### src/pssu_pkg.sv
// Purpose: Constants for the PHY summary status register, upper half.
// Assumes: Management reads arrive as one-cycle strobes with an address.
// Notes: Offsets are register numbers on the management port.
package pssu_pkg;
  localparam logic [4:0] PSSU_BASIC_STATUS_ADDR = 5'h01;
  localparam logic [4:0] PSSU_NEG_EXPANSION_ADDR = 5'h06;
  localparam logic [4:0] PSSU_SUMMARY_ADDR = 5'h10;
  localparam logic [4:0] PSSU_INT_STATUS_ADDR = 5'h12;
  localparam logic [4:0] PSSU_FALSE_CARRIER_ADDR = 5'h14;
  localparam logic [4:0] PSSU_RX_ERROR_ADDR = 5'h15;
  localparam logic [4:0] PSSU_TEN_MEG_STATUS_ADDR = 5'h1a;
  localparam int PSSU_BIT_RESERVED = 15;
  localparam int PSSU_BIT_CROSSOVER = 14;
  localparam int PSSU_BIT_RX_ERROR = 13;
  localparam int PSSU_BIT_POLARITY = 12;
  localparam int PSSU_BIT_FALSE_CARRIER = 11;
  localparam int PSSU_BIT_SIGNAL_DETECT = 10;
  localparam int PSSU_BIT_DESCR_LOCK = 9;
  localparam int PSSU_BIT_PAGE_RECEIVED = 8;
  localparam int PSSU_BIT_INT_PENDING = 7;
  localparam int PSSU_BIT_REMOTE_FAULT = 6;
  localparam logic [15:0] PSSU_SUMMARY_RESET = 16'h0000;
  localparam logic PSSU_FLAG_RESET = 1'b0;
endpackage

### src/pssu_status.sv
// Purpose: Upper bits 15 to 6 of the PHY summary status register.
// Assumes: Event and level inputs come from logic on clk.
// Notes: Bits 5 to 0 read as zero here; they are merged elsewhere.
//
// Summary of operation
// - Summary register answers reads at 0x10.
// - Bit 15 reserved, always reads zero.
// - Bit 14 shows pair crossover state.
// - Crossover bit follows force and enable.
// - Bit 13 latches receive error, cleared reading 0x15.
// - Bit 12 latches inverted polarity, cleared reading ten-meg status.
// - Bit 11 latches false carrier, cleared reading 0x14.
// - Bit 10 signal detect, latching low.
// - Bit 9 descrambler lock, latching low.
// - Bit 8 page received, cleared reading 0x06.
// - Bit 7 shows pending interrupt.
// - Reading interrupt status clears pending bit.
// - Bit 6 remote fault, cleared reading 0x01.
`timescale 1ns/1ps
module pssu_status
  import pssu_pkg::*;
(
  input wire logic clk,
  input wire logic reset_n,
  input wire logic rd_strobe,
  input wire logic [4:0] rd_addr,
  input wire logic auto_crossover_enable,
  input wire logic crossover_force,
  input wire logic crossover_auto_state,
  input wire logic rx_error_event,
  input wire logic polarity_inverted_event,
  input wire logic false_carrier_event,
  input wire logic signal_detect,
  input wire logic descrambler_locked,
  input wire logic page_received_event,
  input wire logic interrupt_event,
  input wire logic remote_fault_event,
  output logic [15:0] rd_data,
  output logic rd_valid
);
  // ****************************************
  // Read decode
  // ****************************************
  wire rd_summary = rd_strobe && (rd_addr == PSSU_SUMMARY_ADDR);
  wire rd_rx_err = rd_strobe && (rd_addr == PSSU_RX_ERROR_ADDR);
  wire rd_fcs = rd_strobe && (rd_addr == PSSU_FALSE_CARRIER_ADDR);
  wire rd_ten = rd_strobe && (rd_addr == PSSU_TEN_MEG_STATUS_ADDR);
  wire rd_negotiation_expansion_reg = rd_strobe && (rd_addr == PSSU_NEG_EXPANSION_ADDR);
  wire rd_int = rd_strobe && (rd_addr == PSSU_INT_STATUS_ADDR);
  wire rd_basic_status_reg = rd_strobe && (rd_addr == PSSU_BASIC_STATUS_ADDR);

  // Sticky flag: set wins over clear.
  function automatic logic sticky(input logic cur, input logic set,
                                  input logic clr);
    sticky = set | (cur & ~clr);
  endfunction

  // ****************************************
  // Flags
  // ****************************************
  logic crossover_r, rx_err_r, polarity_r, fcs_r, page_r, int_r, rf_r;
  logic sd_r, lock_r, sd_held_r, lock_held_r;
  wire crossover_nxt = crossover_force ? 1'b1 :
    (auto_crossover_enable ? crossover_auto_state : 1'b0);
  wire rx_err_nxt = sticky(rx_err_r, rx_error_event, rd_rx_err);
  wire polarity_nxt =
    sticky(polarity_r, polarity_inverted_event, rd_ten);
  wire fcs_nxt = sticky(fcs_r, false_carrier_event, rd_fcs);
  wire page_nxt = sticky(page_r, page_received_event, rd_negotiation_expansion_reg);
  wire int_nxt = sticky(int_r, interrupt_event, rd_int);
  wire rf_nxt = sticky(rf_r, remote_fault_event, rd_basic_status_reg);
  // Latching low: once low, hold low until summary read releases it.
  wire sd_held_nxt = (sd_held_r & ~rd_summary) | (sd_r & ~signal_detect);
  wire sd_nxt = sd_held_nxt ? 1'b0 : signal_detect;
  wire lock_held_nxt =
    (lock_held_r & ~rd_summary) | (lock_r & ~descrambler_locked);
  wire lock_nxt = lock_held_nxt ? 1'b0 : descrambler_locked;

  always_ff @(posedge clk or negedge reset_n) begin
    if (!reset_n) begin
      crossover_r <= PSSU_FLAG_RESET;
      rx_err_r <= PSSU_FLAG_RESET;
      polarity_r <= PSSU_FLAG_RESET;
      fcs_r <= PSSU_FLAG_RESET;
      page_r <= PSSU_FLAG_RESET;
      int_r <= PSSU_FLAG_RESET;
      rf_r <= PSSU_FLAG_RESET;
      sd_r <= PSSU_FLAG_RESET;
      lock_r <= PSSU_FLAG_RESET;
      sd_held_r <= PSSU_FLAG_RESET;
      lock_held_r <= PSSU_FLAG_RESET;
    end else begin
      crossover_r <= crossover_nxt;
      rx_err_r <= rx_err_nxt;
      polarity_r <= polarity_nxt;
      fcs_r <= fcs_nxt;
      page_r <= page_nxt;
      int_r <= int_nxt;
      rf_r <= rf_nxt;
      sd_r <= sd_nxt;
      lock_r <= lock_nxt;
      sd_held_r <= sd_held_nxt;
      lock_held_r <= lock_held_nxt;
    end
  end

  // ****************************************
  // Read data
  // ****************************************
  logic [15:0] summary_word;
  always_comb begin
    summary_word = PSSU_SUMMARY_RESET;
    summary_word[PSSU_BIT_RESERVED] = 1'b0;
    summary_word[PSSU_BIT_CROSSOVER] = crossover_r;
    summary_word[PSSU_BIT_RX_ERROR] = rx_err_r;
    summary_word[PSSU_BIT_POLARITY] = polarity_r;
    summary_word[PSSU_BIT_FALSE_CARRIER] = fcs_r;
    summary_word[PSSU_BIT_SIGNAL_DETECT] = sd_r;
    summary_word[PSSU_BIT_DESCR_LOCK] = lock_r;
    summary_word[PSSU_BIT_PAGE_RECEIVED] = page_r;
    summary_word[PSSU_BIT_INT_PENDING] = int_r;
    summary_word[PSSU_BIT_REMOTE_FAULT] = rf_r;
  end

  always_ff @(posedge clk or negedge reset_n) begin
    if (!reset_n) begin
      rd_data <= PSSU_SUMMARY_RESET;
      rd_valid <= 1'b0;
    end else begin
      rd_valid <= rd_summary;
      rd_data <= rd_summary ? summary_word : PSSU_SUMMARY_RESET;
    end
  end
endmodule

### config.mk
export PLATFORM = sky130hd
export DESIGN_NAME = pssu_status
export DESIGN_NICKNAME = d
export VERILOG_FILES = /design/src/pssu_pkg.sv /design/src/pssu_status.sv
export SDC_FILE = /design/constraint.sdc
export NUM_CORES = 1
export LEC_CHECK = 0
export ABC_AREA = 1
export BUFFER_PORTS_ARGS = -buffer_cell sky130_fd_sc_hd__buf_4
export CAP_MARGIN = 40
export CORE_MARGIN = 2
export CORE_UTILIZATION = 35
export DETAILED_ROUTE_END_ITERATION = 6
export PLACE_DENSITY = 0.6
export REMOVE_ABC_BUFFERS = 1
export SLEW_MARGIN = 20
export SYNTH_ARGS = -nofsm -noshare
export SYNTH_HDL_FRONTEND = slang
export SYNTH_SLANG_ARGS = --single-unit
### constraint.sdc
create_clock -name clk -period 1.07 [get_ports clk]
set_input_delay 0.214 -clock clk [delete_from_list [all_inputs] [get_ports clk]]
set_output_delay 0.214 -clock clk [all_outputs]
set_load 0.02 [all_outputs]
==> results of run 1 <==
==> layer usage <==
metal	vias up	GRT usage [%]	part of all wire, %
met5	-	0	0
met4	0	5.102	0.85
met3	2	2.995	6.8
met2	23	20.27	54
met1	307	13.99	38
li1	336	-	-
==> logic make-up (layout without fill, tap and decap cells) <==
logic type / Yosys count / count (layout) / synth area share, %
and+or+nand+nor: 42 / 42 / 26.93
AOI/OAI and AO/OA: 3 / 3 / 1.804
DFF: 21 / 21 / 54.12
other: 1 / 7 / 0.3862
buffers and inverters: 32 / 60 / 16.75
==> flip-flops by register name, indices dropped and copies added (netlist names) <==
signal	count
page_r	1
rd_data	9
int_r	1
rd_valid	1
lock_held_r	1
rf_r	1
sd_held_r	1
crossover_r	1
rx_err_r	1
sd_r	1
polarity_r	1
lock_r	1
fcs_r	1
==> cell usage in the layout (no fill, tap or decap), drive strengths merged <==
master	Yosys	layout
a21oi	2	2
clkbuf	0	3
nor2	16	16
inv	24	24
dfrtp	21	21
dlygate4sd3	0	1
clkinv	0	1
buf	8	31
nand3	7	7
nand2	19	19
a21o	1	1
conb	1	7
==> worst paths after layout <==
path,startpoint,end
setup / recovery,rd_data[13]$_DFF_PN0_,rd_data[13]
hold / removal,crossover_force,crossover_r$_DFF_PN0_
setup reg to reg,sd_held_r$_DFF_PN0_,sd_r$_DFF_PN0_
hold reg to reg,lock_held_r$_DFF_PN0_,lock_r$_DFF_PN0_
max in group asynchronous,reset_n,rf_r$_DFF_PN0_
min in group asynchronous,reset_n,rd_data[8]$_DFF_PN0_
==> timing repair <==
item                       4_1_cts  5_1_grt
resized for setup                3        6
gates cloned                     0        0
hold buffers                     1        0
hold endpoints to repair        21        0
setup buffers                    0        0
setup endpoints to repair        3        9
==> area by class of cell <==
cell class / count / area [um^2] / area share, %
Sequential cell: 21 / 525.5 / 41.58
Tap cell: 31 / 38.79 / 3.069
Timing Repair Buffer: 32 / 276.5 / 21.88
Clock inverter: 1 / 5.005 / 0.3960
Clock buffer: 3 / 22.52 / 1.782
Inverter: 24 / 90.09 / 7.129
Multi-Input combinational cell: 52 / 305.3 / 24.16
==> where the power goes <==
part           internal [mW]  total [mW]  switching (mW)
Sequential             0.845       0.870          0.0254
Combinational         0.0881       0.209           0.121
Clock                  0.139       0.388           0.248
==> stage by stage <==
step / cells / hold WS (ns) / cell area, um^2 / setup WS [ns]
2_1_floorplan: 97 / -0.08159 / 920.9 / 0.1893
3_3_place_gp: 159 / 0.1099 / 1192 / 0.1194
3_5_place_dp: 159 / 0.1141 / 1192 / 0.09832
4_1_cts: 164 / 0.06161 / 1241 / 0.001586
5_1_grt: 164 / 0.07113 / 1264 / -0.02681
6_report: 164 / 0.07438 / 1264 / 0.02419
==> flow_summary_export.csv, run 1 <==
group,metric,value,unit
sta,fin_tns_setup,0,ns
worst_setup_path,critPathMaxStageDelay,0.40,ns
sta,setup_viol_count_final,0,
worst_setup_path,crit_slowest_cell,"dfrtp_1",
worst_setup_path,worstSetupPathDepth,1,
clock_network,root_buffer,"clkbuf_4",
synth,synth_seq_area_share,54.12,%
drt,via_count,668,
global_route,grt_max_degree,22,
floorplan,row_count,19,
worst_setup_path,required,0.86,ns
drt,drt-vias-per-instance,4.073,
synth,synth-edff-count,0,
worst_setup_path,regToRegSetupSlack,0.43,ns
synth,avgSynthCellArea,9.807,um^2
place,dpl.hpwl,1216,um
worst_setup_path,r2r_cells,1,
worst_setup_path,critPathTopFamily,"flip-flops",
clock_network,cts_sinks,21,
sta,max_freq,956.2,MHz
worst_setup_path,end_kind,"output port",
drt,drt_iter0_markers,7,
floorplan,initial_core_util,36.14,%
global_route,antenna_found_initial,0,
synth,synthCells,99,
place,port_buffers,28,
final_layout,fill_cells,284,
synth,synthFlopType,"dfrtp_1",
sta,rsz0062_at_grt,"yes",
synth,yosysMostFrequentCell,"inv_1",
clock_network,cts_buffers,3,
synth,syn-cell-area,970.9,um^2
power_and_ir_drop,p_per_area,1161,nW/um^2
clock_network,htreeDepth,1,
global_route,grt_pass1_wl,2953,um
drt,ant_nets,0,
place,gp_congestion,0.7119,
global_route,first_global_vias,703,
clock_network,tritoncts,"done",
final_layout,nNetsFinal,153,
run,drv_cap,0,
floorplan,fp.dieW,56.67,um
drt,drt_pass1_iterations,3,
synth,netlist.area_leader.share,54.12,%
worst_setup_path,critPathBufInv,1,
synth,synth_async_sr_flop_share,100.0,%
synth,synthTopCellsByCount,"23 x inv_1, 21 x dfrtp_1, 19 x nand2_1, 11 x nor2_4, 7 x buf_4",
power_and_ir_drop,total_power,1.467,mW
sta,hold_viol_final,0,
drt,drc,0,
drt,wl,1533,um
worst_setup_path,path_class,"register to output port",
hold_path,worstHoldPathType,"input port to register",
drt,routedWlPerCell,9.348,um
worst_setup_path,crit_path_start_kind,"register",
sta,fin_crit,1.046,ns
clock_network,clockBufferDepth,2,
sta,skew,0.003021,ns
hold_path,hold_path_depth,2,
synth,ys.warnings.count,0,
synth,synth_cell_types,13,
sta,finalCritPeriodShare,97.74,%
floorplan,io_pins,36,
power_and_ir_drop,leakagePower,0.7329,nW
clock_network,clk-insertion-delay-late,0.30,ns
clock_network,clk_pin_slew,0.12,ns
final_layout,fin_util,47.04,%
final_layout,antennaDiodeCount,0,
final_layout,drive_above_1_share,36.09,%
final_layout,syn2layout_area_growth,30.15,%
global_route,grt_usage,11.86,%
power_and_ir_drop,ir_worst_vdd,0.0006361,V
worst_setup_path,arrival,0.83,ns
sta,drv_slew,0,
worst_setup_path,path_max_fanout,1,
floorplan,die_area,3211,um^2
synth,ys_top_cells_by_area,"dfrtp_1 54%, nor2_4 13%, inv_1 8.9%, nand2_1 7.3%, buf_4 5.4%",
floorplan,core_area,2686,um^2
synth,synth_top_cell_by_area,"dfrtp_1",
worst_setup_path,cp_cell_sequence,"buf_6",
floorplan,fp.dieH,56.67,um
run_status,status,"completed",
synth,ys_seq_elements,21,
global_route,overflow,0,
Power figures use the tool's default switching activity.
==> run 2: changes to the inputs <==
--- a/config.mk
+++ b/config.mk
@@ -12,7 +12,6 @@
 export CORE_UTILIZATION = 35
 export DETAILED_ROUTE_END_ITERATION = 6
 export PLACE_DENSITY = 0.6
-export REMOVE_ABC_BUFFERS = 1
 export SLEW_MARGIN = 20
 export SYNTH_ARGS = -nofsm -noshare
 export SYNTH_HDL_FRONTEND = slang
==> run 2 against run 1 <==
Die area unchanged. Final area decreased by 1.7%. Via count decreased by 2.7%. Clock-buffer cell count unchanged. Sequential cell count unchanged. Clock skew decreased by 0.0024 ns. Largest power group unchanged. Sequential power about the same. Clock power decreased by 7.2%. Critical path type unchanged. Critical path depth unchanged. Largest cell class unchanged. Setup slack improved by 0.0072 ns. Total power decreased by 1.9%. Critical endpoint is now rd_data[8].
==> flow_summary_export.csv, run 2 (synthesis results as in run 1) <==
group,metric,value,unit
worst_setup_path,regToRegSetupSlack,0.43,ns
worst_setup_path,arrival,0.82,ns
worst_setup_path,critPathTopFamily,"flip-flops",
final_layout,largest_register_ffs,9,
place,dpl.hpwl,1183,um
sta,rsz0062_at_grt,"yes",
clock_network,root_buffer,"clkbuf_4",
clock_network,clockBufferDepth,2,
sta,setup_slack,0.03140,ns
sta,setup_viol_count_final,0,
worst_setup_path,critPathBufInv,1,
power_and_ir_drop,p_switching,0.3684,mW
clock_network,htreeDepth,1,
worst_setup_path,cp_cell_sequence,"buf_4",
clock_network,clk-insertion-delay-late,0.29,ns
worst_setup_path,path_class,"register to output port",
power_and_ir_drop,p_comb_share,14.5,%
final_layout,final_cells,162,
floorplan,die_area,3211,um^2
place,port_buffers,28,
global_route,grt_pass1_wl,2573,um
worst_setup_path,end_kind,"output port",
drt,drc,0,
final_layout,mostFrequentLayoutCells,"24 x buf_4, 23 x inv_1, 21 x dfrtp_1",
power_and_ir_drop,intPower,1.070,mW
drt,drt_iter0_markers,9,
clock_network,post_cts_buffers,0,
clock_network,clk_pin_slew,0.11,ns
floorplan,fp.dieH,56.67,um
sta,hold_viol_final,0,
sta,max_freq,962.8,MHz
final_layout,nNetsFinal,151,
power_and_ir_drop,seqPwrFrac,60.4,%
worst_setup_path,critPathMaxStageDelay,0.38,ns
global_route,grt_usage,10.40,%
power_and_ir_drop,p_clk_share,25.0,%
worst_setup_path,crit_path_start_kind,"register",
final_layout,syn2layout_area_growth,27.96,%
sta,skew,0.0006168,ns
global_route,antenna_found_initial,0,
power_and_ir_drop,leakagePower,0.7275,nW
final_layout,drive_above_1_share,35.11,%
final_layout,layout_commonest_cell,"buf_4",
run_status,status,"completed",
clock_network,cts_buffers,3,
power_and_ir_drop,p_per_area,1158,nW/um^2
drt,wl,1426,um
place,gp_congestion,0.6791,
global_route,grt_max_degree,22,
final_layout,antennaDiodeCount,0,
clock_network,tritoncts,"done",
hold_path,worstHoldPathType,"input port to register",
floorplan,io_pins,36,
worst_setup_path,crit_slowest_cell,"dfrtp_1",
worst_setup_path,path_max_fanout,1,
final_layout,max_flop_register,"rd_data",
floorplan,core_area,2686,um^2
drt,routedWlPerCell,8.802,um
floorplan,row_count,19,
clock_network,cts_sinks,21,
power_and_ir_drop,switching_share,25.60,%
run,drv_cap,0,
global_route,first_global_vias,631,
global_route,overflow,0,
drt,drt-vias-per-instance,4.012,
worst_setup_path,required,0.86,ns
floorplan,initial_core_util,36.14,%
drt,ant_nets,0,
sta,drv_slew,0,
worst_setup_path,worstSetupPathDepth,1,
place,dpl.cell_count,157,
drt,via_count,650,
worst_setup_path,r2r_cells,2,
sta,holdWs,0.09641,ns
drt,drt_pass1_iterations,4,
floorplan,fp.dieW,56.67,um
place,preCtsSetupSlack,0.08603,ns
hold_path,hold_path_depth,2,
sta,fin_crit,1.039,ns
power_and_ir_drop,ir_worst_vdd,0.0006187,V
sta,finalCritPeriodShare,97.07,%
run 2: changes by cell type in the layout (fill, tap and decap cells not counted), sizes merged:
cell  before  now
buf       31   29
run 2: worst register-to-register path, cell delays in order, from the launching register on:
cell and delay, ns:
dfrtp_1 0.40, inv_1 0.10, nor2_4 0.04
run 2: cell type report:
cell class | count | area [um^2]
multi-input combinational | 52 | 305.3
inverter | 24 | 90.09
timing repair buffer | 30 | 255.2
tap | 31 | 38.79
fill | 272 | 1444
clock inverter | 1 | 5.005
clock buffer | 3 | 22.52
sequential | 21 | 525.5
run 2: routing by layer:
metal  global-route usage (%)  share of wire (%)  routed length, um
met5                        0                  0                  0
met4                    5.102                1.5                 21
met3                    2.535                8.7                124
met2                    16.11                 44                625
met1                    13.54                 46                654
run 2: through the flow:
stage                     util [%]  TNS [ns]  power [mW]  area, um^2
after floorplan                  -         0       1.015       993.5
after global placement       44.29         0       1.088        1190
after detailed placement     44.29         0       1.095        1190
after CTS                    45.69         0       1.456        1227
after global routing         46.25  -0.01576       1.527        1242
final                        46.25         0       1.439        1242
run 2: path summary, 6_finish.rpt:
kind	startpoint	end
worst min-delay path	crossover_force	crossover_r$_DFF_PN0_
worst min register to register	sd_held_r$_DFF_PN0_	sd_r$_DFF_PN0_
worst max-delay path	rd_data[8]$_DFF_PN0_	rd_data[8]
max in group asynchronous	reset_n	sd_r$_DFF_PN0_
worst max register to register	lock_r$_DFF_PN0_	rd_data[9]$_DFF_PN0_
min in group asynchronous	reset_n	rd_data[13]$_DFF_PN0_
run 2: timing repair:
item | CTS | global route
endpoints found under the hold margin | 21 | 0
setup endpoints to repair | 0 | 4
hold buffers | 1 | 0
gates resized for setup | 0 | 4
run 2: power groups by stage:
stage	combinational (mW)	sequential, mW	clock [mW]
final	0.209	0.870	0.360
after global routing	0.238	0.877	0.413
after CTS	0.213	0.870	0.373
after detailed placement	0.211	0.885	0
after global placement	0.204	0.884	0
after floorplan	0.132	0.884	0
